**src/pvft_map.svh**
```systemverilog
// timing limits, widths and reset constants of the parallel video frame source
`ifndef PVFT_MAP_SVH
`define PVFT_MAP_SVH

// ----------------------------------------
// widths
// ----------------------------------------
`define PVFT_CW 12
`define PVFT_PIX_W 24
`define PVFT_AGE_W 17
`define PVFT_RST_W 8

// ----------------------------------------
// time figures and clock rate
// ----------------------------------------
`define PVFT_CORE_NS 8.0
`define PVFT_NS_PER_MS 1.0e6
`define PVFT_NS_PER_US 1.0e3
`define PVFT_EYE_MS 1.0
`define PVFT_RST_US 1.25

// ----------------------------------------
// frame and line limits
// ----------------------------------------
`define PVFT_VSW_MIN 12'h001
`define PVFT_VBP_MIN 12'h002
`define PVFT_VFP_MIN 12'h001
`define PVFT_TVB_BASE 12'h006
`define PVFT_TVB_MUL 12'h008
`define PVFT_HSW_MIN 12'h004
`define PVFT_HSW_MAX 12'h080
`define PVFT_HBP_MIN 12'h004
`define PVFT_HFP_MIN 12'h008
`define PVFT_ACT_MIN 12'h001
`define PVFT_ARR_MIN 12'h001
`define PVFT_LINE_ONE 12'h001

`endif

```
**src/pvft_pkg.sv**
```systemverilog
// types and helper functions shared by the parallel video frame source
`include "pvft_map.svh"

package pvft_pkg;

    // ----------------------------------------
    // configuration and pin groups
    // ----------------------------------------
    typedef logic [`PVFT_CW-1:0] pvft_cnt_t;
    typedef logic [`PVFT_AGE_W-1:0] pvft_age_t;

    typedef struct packed {
        pvft_cnt_t sync_w;
        pvft_cnt_t back_porch;
        pvft_cnt_t active;
        pvft_cnt_t front_porch;
    } pvft_hcfg_t;

    typedef struct packed {
        pvft_cnt_t sync_lines;
        pvft_cnt_t back_porch;
        pvft_cnt_t source_active_lines;
        pvft_cnt_t front_porch;
        pvft_cnt_t array_used_lines;
    } pvft_vcfg_t;

    typedef struct packed {
        logic frame_sync;
        logic line_sync;
        logic pixel_valid;
        logic stereo_eye_select;
        logic [`PVFT_PIX_W-1:0] pixel_bus;
    } pvft_pins_t;

    // ----------------------------------------
    // state types
    // ----------------------------------------
    typedef enum logic [1:0] {PVFT_H_SYNC, PVFT_H_BP, PVFT_H_ACT, PVFT_H_FP} pvft_hphase_t;
    typedef enum logic [1:0] {PVFT_V_TOP, PVFT_V_ACT, PVFT_V_BOT} pvft_vphase_t;

    typedef struct packed {
        pvft_hphase_t phase;
        pvft_cnt_t cnt;
    } pvft_hstate_t;

    typedef struct packed {
        logic [`PVFT_RST_W-1:0] cnt;
        logic rst_low;
    } pvft_rstate_t;

    typedef struct packed {
        logic pclk;
        pvft_vphase_t vph;
        pvft_cnt_t line;
        pvft_pins_t pins;
        pvft_age_t vs_age;
        pvft_age_t eye_age;
    } pvft_mstate_t;

    // ----------------------------------------
    // helpers
    // ----------------------------------------
    function automatic pvft_cnt_t pvft_max(input pvft_cnt_t a, input pvft_cnt_t b);
        return (a > b) ? a : b;
    endfunction : pvft_max

    function automatic pvft_cnt_t pvft_sat_cnt(input pvft_cnt_t a);
        return (&a) ? a : a + 1'b1;
    endfunction : pvft_sat_cnt

    function automatic pvft_age_t pvft_sat_age(input pvft_age_t a);
        return (&a) ? a : a + 1'b1;
    endfunction : pvft_sat_age

endpackage : pvft_pkg

```
**src/pvft_reset_pulse.sv**
```systemverilog
// active-low reset pulse generator for the display controller
`timescale 1ns/100ps
`include "pvft_map.svh"

module pvft_reset_pulse (
    // clock and reset
    input wire logic i_core_clk,
    input wire logic i_sys_rst,
    // request
    input wire logic i_reset_req,
    // pin
    output logic o_system_reset_low
);
    import pvft_pkg::*;

    localparam logic [`PVFT_RST_W-1:0] RST_CYC =
        `PVFT_RST_W'(int'($ceil(`PVFT_RST_US * `PVFT_NS_PER_US / `PVFT_CORE_NS)));
    localparam pvft_rstate_t R_RST = '{cnt: RST_CYC, rst_low: 1'b0};

    pvft_rstate_t s;
    pvft_rstate_t next_s;

    // ----------------------------------------
    // pulse timer
    // ----------------------------------------
    always_comb begin
        next_s = s;
        if (i_reset_req) begin
            next_s.cnt = RST_CYC;
        end else if (s.cnt != '0) begin
            next_s.cnt = s.cnt - 1'b1;
        end
        next_s.rst_low = (next_s.cnt == '0);
    end

    // system reset also restarts the full pulse
    always_ff @(posedge i_core_clk) begin
        if (i_sys_rst) begin
            s <= R_RST;
        end else begin
            s <= next_s;
        end
    end

    assign o_system_reset_low = s.rst_low;

    // ----------------------------------------
    // checks
    // ----------------------------------------
    logic [`PVFT_RST_W-1:0] low_run;

    always_ff @(posedge i_core_clk) begin
        if (i_sys_rst) begin
            low_run <= '0;
        end else if (o_system_reset_low) begin
            low_run <= '0;
        end else if (low_run != '1) begin
            low_run <= low_run + 1'b1;
        end
    end
endmodule : pvft_reset_pulse

```
**src/pvft_line_timer.sv**
```systemverilog
// horizontal sync, porch and active-window sequencer in pixel clock periods
`timescale 1ns/100ps
`include "pvft_map.svh"

module pvft_line_timer (
    // clock and reset
    input wire logic i_core_clk,
    input wire logic i_sys_rst,
    // pixel period strobe and geometry
    input wire logic i_tick,
    input wire pvft_pkg::pvft_hcfg_t i_hcfg,
    // timing view for the next pixel period
    output logic o_line_start,
    output logic o_sync_next,
    output logic o_act_next
);
    import pvft_pkg::*;

    localparam pvft_hstate_t H_RST = '{phase: PVFT_H_FP, cnt: '0};

    pvft_hstate_t s;
    pvft_hstate_t next_s;
    pvft_cnt_t len;
    pvft_hphase_t nxt;
    logic last;

    // ----------------------------------------
    // phase sequencer
    // ----------------------------------------
    always_comb begin
        next_s = s;
        case (s.phase)
            PVFT_H_SYNC: begin
                len = pvft_max(i_hcfg.sync_w, `PVFT_HSW_MIN);
                if (len > `PVFT_HSW_MAX) begin
                    len = `PVFT_HSW_MAX;
                end
                nxt = PVFT_H_BP;
            end
            PVFT_H_BP: begin
                len = pvft_max(i_hcfg.back_porch, `PVFT_HBP_MIN);
                nxt = PVFT_H_ACT;
            end
            PVFT_H_ACT: begin
                len = pvft_max(i_hcfg.active, `PVFT_ACT_MIN);
                nxt = PVFT_H_FP;
            end
            default: begin
                len = pvft_max(i_hcfg.front_porch, `PVFT_HFP_MIN);
                nxt = PVFT_H_SYNC;
            end
        endcase
        // a shrunk setting mid-phase ends the phase at once
        last = (s.cnt >= len - 1'b1);
        if (i_tick) begin
            if (last) begin
                next_s.phase = nxt;
                next_s.cnt = '0;
            end else begin
                next_s.cnt = s.cnt + 1'b1;
            end
        end
    end

    always_ff @(posedge i_core_clk) begin
        if (i_sys_rst) begin
            s <= H_RST;
        end else begin
            s <= next_s;
        end
    end

    assign o_line_start = i_tick && last && (s.phase == PVFT_H_FP);
    assign o_sync_next = (next_s.phase == PVFT_H_SYNC);
    assign o_act_next = (next_s.phase == PVFT_H_ACT);

endmodule : pvft_line_timer

```
**src/pvft_source.sv**
```systemverilog
// parallel video source driving frame sync, line sync, valid strobe, pixels and eye select
`timescale 1ns/100ps
`include "pvft_map.svh"

// Overview of operation
// - frame sync is held high for at least one full line time.
// - at least two lines pass from the frame sync rise to the line sync of the first active line.
// - at least one line passes from the line sync after the last active line to frame sync.
// - total vertical blanking is at least 6 plus 8 times max(1, source lines / array lines).
// - line sync is high for between 4 and 128 pixel clocks.
// - at least 4 pixel clocks pass from the line sync rise to the valid strobe rise.
// - at least 8 pixel clocks pass from the valid strobe fall to the next line sync rise.
// - eye select changes at least 1.0 ms before frame sync changes.
// - eye select stays put for at least 1.0 ms after each frame sync change.
// - the active-low system reset is held low for at least 1.25 us.
// - the pixel clock runs between 1.0 and 155.0 MHz with bounded jitter.
module pvft_source #(
    parameter int EYE_HOLD_CYC =
        int'($ceil(`PVFT_EYE_MS * `PVFT_NS_PER_MS / `PVFT_CORE_NS))
) (
    // clock and reset
    input wire logic i_core_clk,
    input wire logic i_sys_rst,
    // control
    input wire logic i_video_en,
    input wire logic i_reset_req,
    input wire logic i_eye_req,
    input wire pvft_pkg::pvft_hcfg_t i_hcfg,
    input wire pvft_pkg::pvft_vcfg_t i_vcfg,
    // pixel feed
    input wire logic [`PVFT_PIX_W-1:0] i_pixel,
    output logic o_pixel_take,
    output logic o_frame_start,
    // link pins
    output logic o_pixel_clk,
    output pvft_pkg::pvft_pins_t o_pins,
    output logic o_system_reset_low
);
    import pvft_pkg::*;

    localparam int PW = 2 * `PVFT_CW + 1;
    localparam pvft_age_t EYE_LIM = `PVFT_AGE_W'(EYE_HOLD_CYC);
    localparam pvft_mstate_t M_RST = '{
        pclk: 1'b0, vph: PVFT_V_BOT, line: '0, pins: '0, vs_age: '0, eye_age: '0
    };

    pvft_mstate_t s;
    pvft_mstate_t next_s;
    logic tick;
    logic ls;
    logic sync_next;
    logic act_next;
    logic rst_low;
    logic start;
    logic eye_ok;
    logic tvb_ok;
    logic take;
    pvft_cnt_t vsw;
    pvft_cnt_t vtop;
    pvft_cnt_t vact;
    pvft_cnt_t vfp;
    pvft_cnt_t arr;
    logic [`PVFT_CW:0] blank;
    logic [PW-1:0] floor_need;

    // ----------------------------------------
    // sub-blocks
    // ----------------------------------------
    pvft_line_timer u_line (
        .i_core_clk(i_core_clk),
        .i_sys_rst(i_sys_rst),
        .i_tick(tick),
        .i_hcfg(i_hcfg),
        .o_line_start(ls),
        .o_sync_next(sync_next),
        .o_act_next(act_next)
    );

    pvft_reset_pulse u_rst (
        .i_core_clk(i_core_clk),
        .i_sys_rst(i_sys_rst),
        .i_reset_req(i_reset_req),
        .o_system_reset_low(rst_low)
    );

    // ----------------------------------------
    // frame geometry
    // ----------------------------------------
    always_comb begin
        vsw = pvft_max(i_vcfg.sync_lines, `PVFT_VSW_MIN);
        vtop = pvft_max(pvft_max(i_vcfg.back_porch, `PVFT_VBP_MIN), vsw);
        vact = pvft_max(i_vcfg.source_active_lines, `PVFT_ACT_MIN);
        vfp = pvft_max(i_vcfg.front_porch, `PVFT_VFP_MIN);
        arr = pvft_max(i_vcfg.array_used_lines, `PVFT_ARR_MIN);
        blank = {1'b0, vtop} + {1'b0, s.line};
        // cross-multiplied so no divider is needed for the line ratio
        floor_need = PW'(pvft_max(vact, arr)) * PW'(`PVFT_TVB_MUL);
        tvb_ok = (blank > {1'b0, `PVFT_TVB_BASE})
            && (PW'(blank - {1'b0, `PVFT_TVB_BASE}) * PW'(arr) >= floor_need);
    end

    // ----------------------------------------
    // frame sequencer and pin drive
    // ----------------------------------------
    // core clock halved: 62.5 MHz pixel clock, no jitter beyond the core's
    assign tick = s.pclk;

    always_comb begin
        next_s = s;
        next_s.pclk = ~s.pclk;
        eye_ok = (s.eye_age >= EYE_LIM);
        start = ls && (s.vph == PVFT_V_BOT) && i_video_en && rst_low
            && (s.line >= vfp) && tvb_ok && eye_ok;
        if (ls) begin
            case (s.vph)
                PVFT_V_TOP: begin
                    if (s.line >= vtop) begin
                        next_s.vph = PVFT_V_ACT;
                        next_s.line = `PVFT_LINE_ONE;
                    end else begin
                        next_s.line = pvft_sat_cnt(s.line);
                    end
                end
                PVFT_V_ACT: begin
                    if (s.line >= vact) begin
                        next_s.vph = PVFT_V_BOT;
                        next_s.line = `PVFT_LINE_ONE;
                    end else begin
                        next_s.line = pvft_sat_cnt(s.line);
                    end
                end
                default: begin
                    // blank lines run on until every frame floor is met
                    if (start) begin
                        next_s.vph = PVFT_V_TOP;
                        next_s.line = `PVFT_LINE_ONE;
                    end else begin
                        next_s.line = pvft_sat_cnt(s.line);
                    end
                end
            endcase
        end
        // pins change only as the pixel clock falls, stable at its rise
        next_s.pins.line_sync = sync_next;
        next_s.pins.frame_sync = (next_s.vph == PVFT_V_TOP) && (next_s.line <= vsw);
        next_s.pins.pixel_valid = (next_s.vph == PVFT_V_ACT) && act_next;
        take = tick && next_s.pins.pixel_valid;
        if (take) begin
            next_s.pins.pixel_bus = i_pixel;
        end
        next_s.vs_age = (next_s.pins.frame_sync != s.pins.frame_sync)
            ? '0 : pvft_sat_age(s.vs_age);
        // eye may move only in a quiet gap of frame sync low
        if (tick && (i_eye_req != s.pins.stereo_eye_select) && !s.pins.frame_sync
            && !next_s.pins.frame_sync && (s.vs_age >= EYE_LIM)) begin
            next_s.pins.stereo_eye_select = i_eye_req;
            next_s.eye_age = '0;
        end else begin
            next_s.eye_age = pvft_sat_age(s.eye_age);
        end
    end

    always_ff @(posedge i_core_clk) begin
        if (i_sys_rst) begin
            s <= M_RST;
        end else begin
            s <= next_s;
        end
    end

    assign o_pixel_clk = s.pclk;
    assign o_pins = s.pins;
    assign o_pixel_take = take;
    assign o_frame_start = start;
    assign o_system_reset_low = rst_low;

    // ----------------------------------------
    // checks
    // ----------------------------------------
    logic prev_vs;
    logic prev_hs;
    logic prev_de;
    logic rose_vs;
    logic rose_hs;
    logic rose_de;
    logic fell_de;
    pvft_cnt_t hs_len;
    pvft_cnt_t since_hs;
    pvft_cnt_t de_gap;
    pvft_cnt_t lcnt;
    pvft_cnt_t fcnt;
    pvft_cnt_t acnt;
    logic [`PVFT_CW:0] h_blank;
    logic h_tvb;

    assign rose_vs = o_pins.frame_sync && !prev_vs;
    assign rose_hs = o_pins.line_sync && !prev_hs;
    assign rose_de = o_pins.pixel_valid && !prev_de;
    assign fell_de = !o_pins.pixel_valid && prev_de;
    assign h_blank = {1'b0, lcnt} + `PVFT_LINE_ONE - {1'b0, acnt};
    // floor rebuilt from the counted lines, not from the configured count
    assign h_tvb = (h_blank > {1'b0, `PVFT_TVB_BASE})
        && (PW'(h_blank - {1'b0, `PVFT_TVB_BASE}) * PW'(arr)
        >= PW'(pvft_max(acnt, arr)) * PW'(`PVFT_TVB_MUL));

    always_ff @(posedge i_core_clk) begin
        if (i_sys_rst) begin
            prev_vs <= 1'b0;
            prev_hs <= 1'b0;
            prev_de <= 1'b0;
            hs_len <= '0;
            since_hs <= '0;
            de_gap <= '0;
            lcnt <= '0;
            fcnt <= '0;
            acnt <= '0;
        end else begin
            prev_vs <= o_pins.frame_sync;
            prev_hs <= o_pins.line_sync;
            prev_de <= o_pins.pixel_valid;
            if (tick) begin
                hs_len <= o_pins.line_sync ? pvft_sat_cnt(hs_len) : '0;
                since_hs <= (o_pins.line_sync && hs_len == '0)
                    ? `PVFT_LINE_ONE : pvft_sat_cnt(since_hs);
                de_gap <= o_pins.pixel_valid ? '0 : pvft_sat_cnt(de_gap);
            end
            lcnt <= rose_vs ? '0 : (rose_hs ? pvft_sat_cnt(lcnt) : lcnt);
            fcnt <= fell_de ? '0 : (rose_hs ? pvft_sat_cnt(fcnt) : fcnt);
            acnt <= rose_vs ? '0 : (rose_de ? pvft_sat_cnt(acnt) : acnt);
        end
    end
endmodule : pvft_source

```
**config.mk**
```make
export PLATFORM = sky130hd
export DESIGN_NAME = pvft_source
export DESIGN_NICKNAME = d
export VERILOG_FILES = /design/src/pvft_pkg.sv /design/src/pvft_reset_pulse.sv /design/src/pvft_line_timer.sv /design/src/pvft_source.sv
export VERILOG_INCLUDE_DIRS = /design/src
export SDC_FILE = /design/constraint.sdc
export NUM_CORES = 1
export LEC_CHECK = 0
export BUFFER_PORTS_ARGS = -buffer_cell sky130_fd_sc_hd__buf_2
export CAP_MARGIN = 15
export CORE_ASPECT_RATIO = 0.8
export CORE_MARGIN = 2
export CORE_UTILIZATION = 45
export CTS_BUF_LIST = sky130_fd_sc_hd__clkbuf_4
export DETAILED_ROUTE_END_ITERATION = 16
export HOLD_SLACK_MARGIN = 0.06
export PLACE_DENSITY = 0.72
export SLEW_MARGIN = 25
export SYNTH_ARGS = -nofsm -noshare
export SYNTH_HDL_FRONTEND = slang
export SYNTH_SLANG_ARGS = --single-unit
```
**constraint.sdc**
```tcl
create_clock -name i_core_clk -period 13.4 [get_ports i_core_clk]
set_clock_uncertainty 0.05 [all_clocks]
set_input_delay 1.34 -clock i_core_clk [delete_from_list [all_inputs] [get_ports i_core_clk]]
set_output_delay 1.34 -clock i_core_clk [all_outputs]
set_load 0.03 [all_outputs]
```
==> results of run 1 <==
## per-layer routing
metal / up-vias / wire (um) / global-route usage
met5: - / 0 / 0
met4: 0 / 712 / 0.0522
met3: 70 / 3070 / 0.0302
met2: 475 / 20600 / 0.413
met1: 6863 / 20300 / 0.350
li1: 6734 / - / -
## cells by family after synthesis
kind of cell | Yosys count
and+or+nand+nor | 623
adders and majority gates | 336
xor gates and xnor gates | 104
buffers and inverters | 396
muxes | 48
AOI/OAI and AO/OA | 261
DFF | 100
## area by class of cell
cell class | count | share of cell area
diodes | 3 | 0.000404
clock buffers | 9 | 0.00363
inverters | 289 | 0.0586
multi-input cells | 1373 | 0.652
repair buffers | 395 | 0.145
clock inverters | 7 | 0.00370
well taps | 434 | 0.0292
flip-flops and latches | 100 | 0.108
## worst register-to-register path: cells and delay by family, from the launching register on
kind / cells / cell delay (ps)
xor gates and xnor gates: 3 / 570
adders and majority gates: 11 / 4260
AOI/OAI and AO/OA: 13 / 2330
buffers and inverters: 9 / 910
DFF: 1 / 590
and+or+nand+nor: 11 / 2110
## cell usage after synthesis, types with 6 or more instances
library cell                instances  area share
sky130_fd_sc_hd__a2111oi_0          7      0.0040
sky130_fd_sc_hd__a211oi_1          10      0.0049
sky130_fd_sc_hd__a21o_1            28       0.014
sky130_fd_sc_hd__a21oi_1           61       0.020
sky130_fd_sc_hd__a221oi_1           7      0.0040
sky130_fd_sc_hd__a22oi_1            6      0.0030
sky130_fd_sc_hd__a31oi_1            7      0.0029
sky130_fd_sc_hd__and2_1            72       0.030
sky130_fd_sc_hd__and3_1            16      0.0066
sky130_fd_sc_hd__buf_4             28       0.014
sky130_fd_sc_hd__clkbuf_1          72       0.018
sky130_fd_sc_hd__dfxtp_1          100        0.13
sky130_fd_sc_hd__fa_1             151        0.20
sky130_fd_sc_hd__ha_1             185        0.15
sky130_fd_sc_hd__inv_1            287       0.071
sky130_fd_sc_hd__mux2i_1           46       0.030
sky130_fd_sc_hd__nand2_1          160       0.040
sky130_fd_sc_hd__nand2b_1          21      0.0087
sky130_fd_sc_hd__nand3_1           40       0.013
sky130_fd_sc_hd__nand4_1           23      0.0095
sky130_fd_sc_hd__nor2_1           163       0.040
sky130_fd_sc_hd__nor2b_1           15      0.0062
sky130_fd_sc_hd__nor3_1            51       0.017
sky130_fd_sc_hd__nor4_1            27       0.011
sky130_fd_sc_hd__o211ai_1           8      0.0040
sky130_fd_sc_hd__o21a_1            18      0.0089
sky130_fd_sc_hd__o21ai_0           51       0.017
sky130_fd_sc_hd__o21bai_1           7      0.0035
sky130_fd_sc_hd__o31ai_1            9      0.0045
sky130_fd_sc_hd__or3_1              8      0.0033
sky130_fd_sc_hd__xnor2_1           48       0.028
sky130_fd_sc_hd__xor2_1            55       0.032
## state kept, by name (all words and copies together) (netlist names)
name,cells
o_pins,28
o_pixel_clk,1
s,48
u_line.s,14
u_rst.o_system_reset_low,1
u_rst.s,8
## worst max path at each step
stage	start	to	slack, ps	cells after the start
after global routing	i_vcfg[42]	s[26]	-580	66
after floorplan	i_vcfg[47]	s[17]	30	62
final	i_vcfg[42]	s[27]	6	62
after detailed placement	i_vcfg[42]	s[32]	-1220	61
after global placement	i_vcfg[42]	s[21]	-590	61
after CTS	i_vcfg[40]	s[20]	20	63
## placed cells by master (no fill, tap or decap), drive strengths merged, types with 16 or more instances in the layout
master  count
inv       290
mux2i      46
nor4       27
a21o       28
fa        151
nand3      40
nor3       51
ha        185
xor2       56
and3       16
a21oi      62
dfxtp     100
nor2      164
and2       72
nand2b     21
o21ai      51
nand4      23
buf       393
nand2     160
o21a       18
xnor2      48
## timing repair
item | CTS | global route
resized for setup | 27 | 119
buffers inserted | 9 | 17
hold endpoints to repair | 0 | 0
setup endpoints to repair | 38 | 38
pin swaps | 21 | 51
cloned | 2 | 4
## through the flow
stage / setup slack [ps] / cells / hold WS, ps / area, um^2
after global routing: -580 / 2610 / 487 / 18600
after floorplan: 28.7 / 1868 / 412 / 15300
final: 5.90 / 2610 / 469 / 18600
after global placement: -585 / 2561 / 418 / 17600
after detailed placement: -1220 / 2561 / 432 / 17600
after CTS: 18.9 / 2588 / 471 / 18000
==> insert_results.sql, run 1 <==
INSERT INTO impl_metrics (metric_group, metric, value, unit) VALUES
('outcome', 'run_status', 'finished clean', ''),
('global_routing', 'grt_pass1_vias', '14242', ''),
('drt', 'total_drc_errors_in_the_routed_layout', '0', ''),
('cts', 'tritoncts_clock_tree', 'done', ''),
('floorplan', 'io_pins', '169', ''),
('final_layout', 'fillCellCount', '2992', ''),
('critical_path', 'critPathKind', 'in -> reg', ''),
('critical_path', 'r2r_setup_slack', '2460', 'ps'),
('floorplan', 'die_y', '168', 'um'),
('critical_path', 'path_delay_family', 'adder cells', ''),
('drt', 'post_detailed_routing_wire_length', '44700', 'um'),
('drt', 'total_via_count_after_detailed_routing', '14142', ''),
('critical_path', 'worstPathMaxFanout', '8', ''),
('final_layout', 'layout-drive-gt1-share', '0.243', ''),
('placement', 'dp_hpwl', '36400', 'um'),
('critical_path', 'critPathRequiredTime', '13720', 'ps'),
('drt', 'drt_first_iter_violations', '1088', ''),
('global_routing', 'globalRouteOverflowTotal', '0', ''),
('cts', 'root_buffer', 'sky130_fd_sc_hd__clkbuf_4', ''),
('floorplan', 'die_width', '209', 'um'),
('yosys', 'dominantRegCellSynth', 'sky130_fd_sc_hd__dfxtp_1', ''),
('drt', 'drt_first_pass_iters', '6', ''),
('global_routing', 'grt_first_pass_wirelength', '70700', 'um'),
('critical_path', 'reg2reg_depth', '47', ''),
('cts', 'clock_path_buffers', '2', ''),
('cts', 'path_clk_slew', '170', 'ps'),
('global_routing', 'aggregate_global_route_resource_usage', '0.249', ''),
('floorplan', 'coreArea', '33400', 'um^2'),
('yosys', 'mappedNetlistArea', '15200', 'um^2'),
('critical_path', 'cpPeakStageDelay', '560', 'ps'),
('critical_path', 'reg2reg_to', 's[27]', ''),
('critical_path', 'cell_at_the_slowest_stage_of_the_critical_path', 'sky130_fd_sc_hd__fa_2', ''),
('final_layout', 'sequential_cell_area', '2000', 'um^2'),
('global_routing', 'antenna_violations_before_repair', '3', ''),
('yosys', 'synth-edff-count', '0', ''),
('worst_hold_path', 'timing.hold.worst.start', 'o_pins[7]', ''),
('yosys', 'synthSimpleGateAreaFrac', '0.200', ''),
('floorplan', 'die_area', '35200', 'um^2'),
('yosys', 'number_of_synthesized_register_bits', '100', ''),
('drt', 'drt-wirelength-per-cell', '17.1', 'um'),
('yosys', 'post_synth.cell_area_avg', '8.12', 'um^2'),
('yosys', 'synth.yosys.seq_area_share', '0.132', ''),
('worst_hold_path', 'whs_endpoint', 'o_pins[7]', ''),
('yosys', 'complex_gate_fraction_of_the_synthesized_area', '0.117', ''),
('yosys', 'netlist-cell-type-count', '77', ''),
('yosys', 'postSynthCellCount', '1868', ''),
('placement', 'io_buffers', '168', ''),
('cts', 'cts_max_level', '3', ''),
('global_routing', 'grt_max_degree', '52', ''),
('sta', 'final.setup.tns', '0', 'ps'),
('critical_path', 'crit_top_cell', 'sky130_fd_sc_hd__fa_1', ''),
('yosys', 'synth_adder_area_share', '0.352', ''),
('sta', 'worstMarginPinSlew', '715', 'ps'),
('cts', 'tritoncts_num_sinks', '100', ''),
('drt', 'drtAntennaViolNets', '0', ''),
('sta', 'max_freq', '74.7', 'MHz'),
('sta', 'final_cycle_share', '1.00', ''),
('drt', 'detail_route.vias_per_cell', '5.42', ''),
('sta', 'post_route_minimum_period', '13390', 'ps'),
('sta', 'timing.slew.headroom', '0.511', ''),
('critical_path', 'cp_num_buf_inv', '11', ''),
('final_layout', 'layout.nets', '2641', ''),
('final_layout', 'flow.area_growth_from_synthesis', '22.6', '%'),
('final_layout', 'multi_input_area', '12100', 'um^2'),
('yosys', 'synthesis.yosys.warnings', '0', ''),
('cts', 'cts_buffers', '9', ''),
('yosys', 'main_combinational_cell_family_by_area_after_synthesis', 'adder cells', ''),
('yosys', 'asyncSetResetFlopFracSynth', '0', ''),
('sta', 'final_setup_fails', '0', ''),
('flow_run', 'max-cap-violations', '0', ''),
('cts', 'cts_hold_buf', '0', '');
Power of run 1 is not shown: default switching activity piles up to over one toggle a cycle in this logic, so the estimate is an artifact.
==> run 2, diff against run 1 <==
CORE_ASPECT_RATIO = unset   (was 0.8)
PLACE_DENSITY = 0.7   (was 0.72)
clock period = 13.3 ns   (was 13.4 ns; I/O delays follow)
==> insert_results.sql, run 2 (same netlist as run 1, synthesis figures left out) <==
INSERT INTO impl_metrics (metric_group, metric, value, unit) VALUES
('sta', 'worstMarginPinSlew', '1130', 'ps'),
('global_routing', 'grt_max_degree', '52', ''),
('sta', 'hold_slack', '459', 'ps'),
('critical_path', 'cell_at_the_slowest_stage_of_the_critical_path', 'sky130_fd_sc_hd__or4_4', ''),
('floorplan', 'core_rows', '67', ''),
('floorplan', 'initial_core_utilization', '0.455', ''),
('cts', 'clock_path_buffers', '2', ''),
('final_layout', 'layout.cells.most_common', 'sky130_fd_sc_hd__inv_1', ''),
('drt', 'total_via_count_after_detailed_routing', '13953', ''),
('sta', 'slew_viol_final', '0', ''),
('critical_path', 'critical_path.startpoint_type', 'input pin', ''),
('outcome', 'run_status', 'finished, violations left', ''),
('cts', 'cts_max_level', '3', ''),
('sta', 'final.setup.tns', '-5210', 'ps'),
('final_layout', 'largest_register', 's', ''),
('flow_run', 'max-cap-violations', '0', ''),
('global_routing', 'grt_pass1_vias', '14184', ''),
('critical_path', 'timing.critical_path.arrival', '12140', 'ps'),
('floorplan', 'die_width', '188', 'um'),
('critical_path', 'critPathRequiredTime', '11920', 'ps'),
('floorplan', 'die_y', '188', 'um'),
('drt', 'post_detailed_routing_wire_length', '43800', 'um'),
('drt', 'drt-wirelength-per-cell', '16.8', 'um'),
('final_layout', 'sequential_cell_area', '2000', 'um^2'),
('cts', 'tritoncts_num_sinks', '100', ''),
('drt', 'drt_first_pass_iters', '5', ''),
('critical_path', 'critPathKind', 'in -> out', ''),
('sta', 'timing.slew.headroom', '0.247', ''),
('floorplan', 'io_pins', '169', ''),
('sta', 'final_cycle_share', '1.02', ''),
('critical_path', 'crit_top_cell', 'sky130_fd_sc_hd__fa_1', ''),
('sta', 'max_freq', '74.0', 'MHz'),
('global_routing', 'antenna_violations_before_repair', '1', ''),
('sta', 'final.setup.worst_slack', '-217', 'ps'),
('final_layout', 'layout-drive-gt1-share', '0.238', ''),
('cts', 'tritoncts_clock_tree', 'done', ''),
('final_layout', 'layout.nets', '2632', ''),
('placement', 'io_buffers', '168', ''),
('floorplan', 'die_area', '35200', 'um^2'),
('cts', 'clock_latency_on_the_worst_skew_pair', '490', 'ps'),
('sta', 'post_route_minimum_period', '13520', 'ps'),
('sta', 'grt_setup_unrepaired', 'yes', ''),
('global_routing', 'aggregate_global_route_resource_usage', '0.244', ''),
('final_layout', 'largest_reg_flops', '48', ''),
('placement', 'gpl.final_weighted_congestion', '0.960', ''),
('global_routing', 'grt_first_pass_wirelength', '69700', 'um'),
('drt', 'total_drc_errors_in_the_routed_layout', '0', ''),
('drt', 'drtAntennaViolNets', '0', ''),
('drt', 'drt_first_iter_violations', '933', ''),
('final_layout', 'mostFrequentLayoutCells', '280 x sky130_fd_sc_hd__inv_1, 207 x sky130_fd_sc_hd__buf_4, 168 x sky130_fd_sc_hd__ha_1', ''),
('critical_path', 'worstPathMaxFanout', '7', ''),
('placement', 'dp_hpwl', '35200', 'um'),
('cts', 'path_clk_slew', '160', 'ps'),
('final_layout', 'flow.area_growth_from_synthesis', '22.5', '%'),
('sta', 'hold_viol', '0', ''),
('outcome', 'failed_checks', 'negative setup slack', ''),
('cts', 'cts_buffers', '9', ''),
('drt', 'detail_route.vias_per_cell', '5.34', ''),
('final_layout', 'fillCellCount', '3093', ''),
('sta', 'final_setup_fails', '37', ''),
('worst_hold_path', 'hold_path_class', 'reg -> reg', ''),
('critical_path', 'timing.critical_path.to_type', 'output pin', ''),
('floorplan', 'coreArea', '33400', 'um^2'),
('critical_path', 'cpPeakStageDelay', '590', 'ps'),
('cts', 'root_buffer', 'sky130_fd_sc_hd__clkbuf_4', ''),
('global_routing', 'globalRouteOverflowTotal', '0', ''),
('final_layout', 'multi_input_area', '12200', 'um^2');
run 2: cell types whose count changed in the layout (fill, tap and decap cells not counted), moves of 5 or more:
cell,change
sky130_fd_sc_hd__ha_1,-5
sky130_fd_sc_hd__buf_4,-5
sky130_fd_sc_hd__o21ai_0,+6
sky130_fd_sc_hd__o21ai_1,-7
sky130_fd_sc_hd__nor3_4,+5
run 2: cell type report:
type,instances,share of cell area
Antenna cell,1,0.000135
Clock buffer,9,0.00363
Clock inverter,7,0.00370
Inverter,289,0.0588
Multi-Input combinational cell,1372,0.657
Sequential cell,100,0.108
Tap cell,448,0.0302
Timing Repair Buffer,387,0.139
run 2: final timing paths:
path	from	endpoint	slack, ps	cells after the start
setup / recovery	i_vcfg[41]	o_pixel_take	-220	52
hold reg to reg	o_pins[0]	o_pins[0]	460	2
setup reg to reg	s[63]	s[28]	2340	49
hold / removal	o_pins[0]	o_pins[0]	460	2
run 2: critical path: cells and delay by family:
family          cells  cell delay, ps
buf+inv            12            1100
xor+xnor            2             280
simple gates       15            2730
compound gates     12            2470
fa+ha+maj          11            4230
run 2: stage by stage:
stage               instances  setup slack, ps  instance area [um^2]   util
floorplan                1868             61.6                 15300      -
global placement         2566             -353                 17600  0.526
detailed placement       2566             -725                 17600  0.526
CTS                      2585             24.4                 17800  0.532
global route             2613             -723                 18600  0.557
finish                   2613             -217                 18600  0.557
run 2: layer usage:
layer	share of wire	up-vias	GRT usage	wire, um
met1	0.43	6740	0.319	18700
li1	-	6703	-	-
met4	0.026	0	0.0630	1120
met3	0.055	86	0.0298	2410
met2	0.49	424	0.426	21500
met5	0	-	0	0
run 2: repair_timing:
| action | in CTS | in global routing |
|---|---|---|
| hold buffers | 0 | 0 |
| gates resized for setup | 12 | 132 |
| pin swaps | 4 | 81 |
| endpoints found under the setup margin | 37 | 38 |
| gates cloned | 0 | 1 |
| buffers inserted | 3 | 26 |
Power of run 2 is left out for the same reason.
==> run 3, diff against run 2 <==
ABC_AREA = 1   (was unset)
CORE_UTILIZATION = 30   (was 45)
PLACE_DENSITY = 0.52   (was 0.7)
SKIP_CTS_REPAIR_TIMING = 1   (was unset)
==> insert_results.sql, run 3 <==
INSERT INTO impl_metrics (metric_group, metric, value, unit) VALUES
('floorplan', 'die_area', '55000', 'um^2'),
('yosys', 'synth_top_cell_area_share', '0.190', ''),
('yosys', 'synthesis.nets', '2824', ''),
('yosys', 'mappedNetlistArea', '15900', 'um^2'),
('yosys', 'number_of_synthesized_register_bits', '100', ''),
('yosys', 'complex_gate_fraction_of_the_synthesized_area', '0.0696', ''),
('final_layout', 'largest_reg_flops', '48', ''),
('sta', 'final.setup.worst_slack', '962', 'ps'),
('critical_path', 'critPathRequiredTime', '11920', 'ps'),
('critical_path', 'worst_r2r_startpoint', 's[63]', ''),
('pwr', 'pwr-share-comb', '0.876', ''),
('sta', 'final_setup_fails', '0', ''),
('yosys', 'multiplexer_share_of_the_synthesized_area', '0.000628', ''),
('yosys', 'synth_adder_area_share', '0.335', ''),
('flow_run', 'max-cap-violations', '0', ''),
('critical_path', 'critical_path.startpoint_type', 'input pin', ''),
('floorplan', 'core_rows', '84', ''),
('yosys', 'synth.top_cells.by_count', '513 x sky130_fd_sc_hd__inv_1, 510 x sky130_fd_sc_hd__nand2_1, 289 x sky130_fd_sc_hd__nor2_1', ''),
('critical_path', 'cp-startpoint', 'i_vcfg[45]', ''),
('pwr', 'vdd_drop_max', '0.338', 'mV'),
('pwr', 'cellPowerDensity', '233', 'nW/um^2'),
('final_layout', 'layout.nets', '2927', ''),
('outcome', 'run_status', 'finished clean', ''),
('worst_hold_path', 'timing.hold.worst.start', 'o_pins[18]', ''),
('global_routing', 'aggregate_global_route_resource_usage', '0.167', ''),
('yosys', 'synth_area_leaders', 'sky130_fd_sc_hd__fa_1 19%, sky130_fd_sc_hd__ha_1 15%, sky130_fd_sc_hd__dfxtp_1 13%', ''),
('floorplan', 'initial_core_utilization', '0.303', ''),
('sta', 'worstMarginPinSlew', '743', 'ps'),
('global_routing', 'grt_max_degree', '49', ''),
('global_routing', 'globalRouteOverflowTotal', '0', ''),
('yosys', 'main_combinational_cell_family_by_area_after_synthesis', 'adder cells', ''),
('cts', 'cts_max_level', '3', ''),
('critical_path', 'cp_num_buf_inv', '12', ''),
('yosys', 'synth-edff-count', '0', ''),
('placement', 'io_buffers', '168', ''),
('yosys', 'asyncSetResetFlopFracSynth', '0', ''),
('pwr', 'internal_power', '1.73', 'mW'),
('cts', 'clock_path_buffers', '2', ''),
('final_layout', 'finish.utilization', '0.333', ''),
('yosys', 'synthesis.yosys.warnings', '0', ''),
('sta', 'slew_viol_final', '0', ''),
('yosys', 'synth.yosys.seq_area_share', '0.126', ''),
('sta', 'post_route_minimum_period', '12340', 'ps'),
('pwr', 'clock_power_share', '0.049', ''),
('floorplan', 'io_pins', '169', ''),
('yosys', 'synth_xor_xnor_area_share', '0.0384', ''),
('placement', 'gpl.final_weighted_congestion', '0.901', ''),
('critical_path', 'worstPathMaxFanout', '15', ''),
('floorplan', 'die_width', '235', 'um'),
('critical_path', 'cell_at_the_slowest_stage_of_the_critical_path', 'sky130_fd_sc_hd__fa_1', ''),
('floorplan', 'coreArea', '52600', 'um^2'),
('yosys', 'postSynthCellCount', '2351', ''),
('worst_hold_path', 'hold_path_class', 'reg -> reg', ''),
('placement', 'place_ws', '-103', 'ps'),
('cts', 'tritoncts_num_sinks', '100', ''),
('sta', 'final.setup.tns', '0', 'ps'),
('global_routing', 'grt_pass1_vias', '14433', ''),
('cts', 'root_buffer', 'sky130_fd_sc_hd__clkbuf_4', ''),
('yosys', 'yosysTopAreaCell', 'sky130_fd_sc_hd__fa_1', ''),
('cts', 'cts_buffers', '9', ''),
('yosys', 'synthSimpleGateAreaFrac', '0.279', ''),
('cts', 'clock_latency_on_the_worst_skew_pair', '560', 'ps'),
('critical_path', 'crit_top_cell', 'sky130_fd_sc_hd__nand2_1', ''),
('yosys', 'netlist-cell-type-count', '56', ''),
('sta', 'max_freq', '81.0', 'MHz'),
('final_layout', 'layout-drive-gt1-share', '0.101', ''),
('critical_path', 'cpPeakStageDelay', '530', 'ps'),
('drt', 'total_via_count_after_detailed_routing', '14597', ''),
('sta', 'final_cycle_share', '0.928', ''),
('drt', 'drt_first_pass_iters', '5', ''),
('sta', 'timing.slew.headroom', '0.505', ''),
('drt', 'drt-wirelength-per-cell', '14.3', 'um'),
('floorplan', 'die_y', '235', 'um'),
('critical_path', 'timing.critical_path.arrival', '10960', 'ps'),
('yosys', 'post_synth.cell_area_avg', '6.78', 'um^2'),
('final_layout', 'mostFrequentLayoutCells', '512 x sky130_fd_sc_hd__inv_1, 507 x sky130_fd_sc_hd__nand2_1, 289 x sky130_fd_sc_hd__nor2_1', ''),
('drt', 'drt_first_iter_violations', '842', ''),
('final_layout', 'flow.area_growth_from_synthesis', '9.67', '%'),
('pwr', 'leakagePower', '9.55', 'nW'),
('pwr', 'seq_power_share', '0.075', ''),
('cts', 'path_clk_slew', '150', 'ps'),
('placement', 'dp_hpwl', '38200', 'um'),
('sta', 'hold_viol', '0', ''),
('cts', 'tritoncts_clock_tree', 'done', ''),
('critical_path', 'path_delay_family', 'adder cells', ''),
('critical_path', 'timing.critical_path.to_type', 'output pin', ''),
('global_routing', 'antenna_violations_before_repair', '0', ''),
('pwr', 'p_sw', '2.35', 'mW'),
('drt', 'drtAntennaViolNets', '0', ''),
('final_layout', 'largest_register', 's', ''),
('critical_path', 'critPathKind', 'in -> out', ''),
('drt', 'post_detailed_routing_wire_length', '44900', 'um'),
('pwr', 'power.share.switching', '0.577', ''),
('drt', 'total_drc_errors_in_the_routed_layout', '0', ''),
('yosys', 'yosys.cell_count.top_type', 'sky130_fd_sc_hd__inv_1', ''),
('sta', 'grt_setup_unrepaired', 'no', ''),
('global_routing', 'grt_first_pass_wirelength', '73400', 'um'),
('final_layout', 'layout.cells.most_common', 'sky130_fd_sc_hd__inv_1', ''),
('drt', 'detail_route.vias_per_cell', '4.64', ''),
('yosys', 'dominantRegCellSynth', 'sky130_fd_sc_hd__dfxtp_1', '');
run 3: cell type report:
class | count | area (um^2)
clock buffers | 9 | 67.6
diodes | 2 | 5.00
flip-flops and latches | 100 | 2000
multi-input cells | 1643 | 11600
inverters | 518 | 1940
fillers | 5787 | 35100
clock inverters | 7 | 109
well taps | 688 | 861
repair buffers | 182 | 946
run 3: power by group through the flow:
stage | Combinational (mW) | Sequential, mW | Clock (mW)
after floorplan | 2.74 | 0.311 | 0
after global placement | 3.57 | 0.311 | 0
after detailed placement | 3.57 | 0.311 | 0
after CTS | 3.59 | 0.305 | 0.212
after global routing | 4.17 | 0.305 | 0.222
final | 3.57 | 0.305 | 0.202
run 3: per-layer routing:
layer | part of all wire | global-route usage | vias up
met3 | 0.042 | 0.0206 | 33
met2 | 0.48 | 0.292 | 310
met1 | 0.47 | 0.222 | 6850
met5 | 0 | 0 | -
met4 | 0.014 | 0.0303 | 0
li1 | - | - | 7404
run 3: path summary, 6_finish.rpt:
path / endpoint / cells past startpoint / slack [ps]
worst max-delay path: o_pixel_take / 59 / 960
worst min-delay path: o_pins[18] / 4 / 470
worst max register to register: s[6] / 53 / 3060
worst min register to register: o_pins[18] / 4 / 470
run 3: logic make-up after synthesis:
| family | after synthesis |
|---|---|
| buffers and inverters | 608 |
| adder cells (fa/ha/maj) | 336 |
| XOR/XNOR | 70 |
| flip-flops | 100 |
| AO/OA/AOI/OAI | 189 |
| multiplexers | 1 |
| AND/OR/NAND/NOR | 1047 |
run 3: stage by stage:
stage | std cells | hold slack [ps] | power, mW | cell area [um^2]
6_report | 3149 | 469 | 4.08 | 17500
4_1_cts | 3146 | 474 | 4.11 | 17400
3_5_place_dp | 3130 | 441 | 3.88 | 17300
3_3_place_gp | 3130 | 428 | 3.88 | 17300
2_1_floorplan | 2351 | 403 | 3.05 | 15900
5_1_grt | 3147 | 499 | 4.70 | 17500
run 3: worst register-to-register path, delay by kind of cell, from the launching register on:
| kind | cells | cell delay [ps] |
|---|---|---|
| AOI/OAI and AO/OA | 4 | 440 |
| xor gates and xnor gates | 1 | 180 |
| adders and majority gates | 9 | 3990 |
| buffers and inverters | 10 | 920 |
| DFF | 1 | 610 |
| and+or+nand+nor | 29 | 3940 |
(Power assumes the default switching activity.)
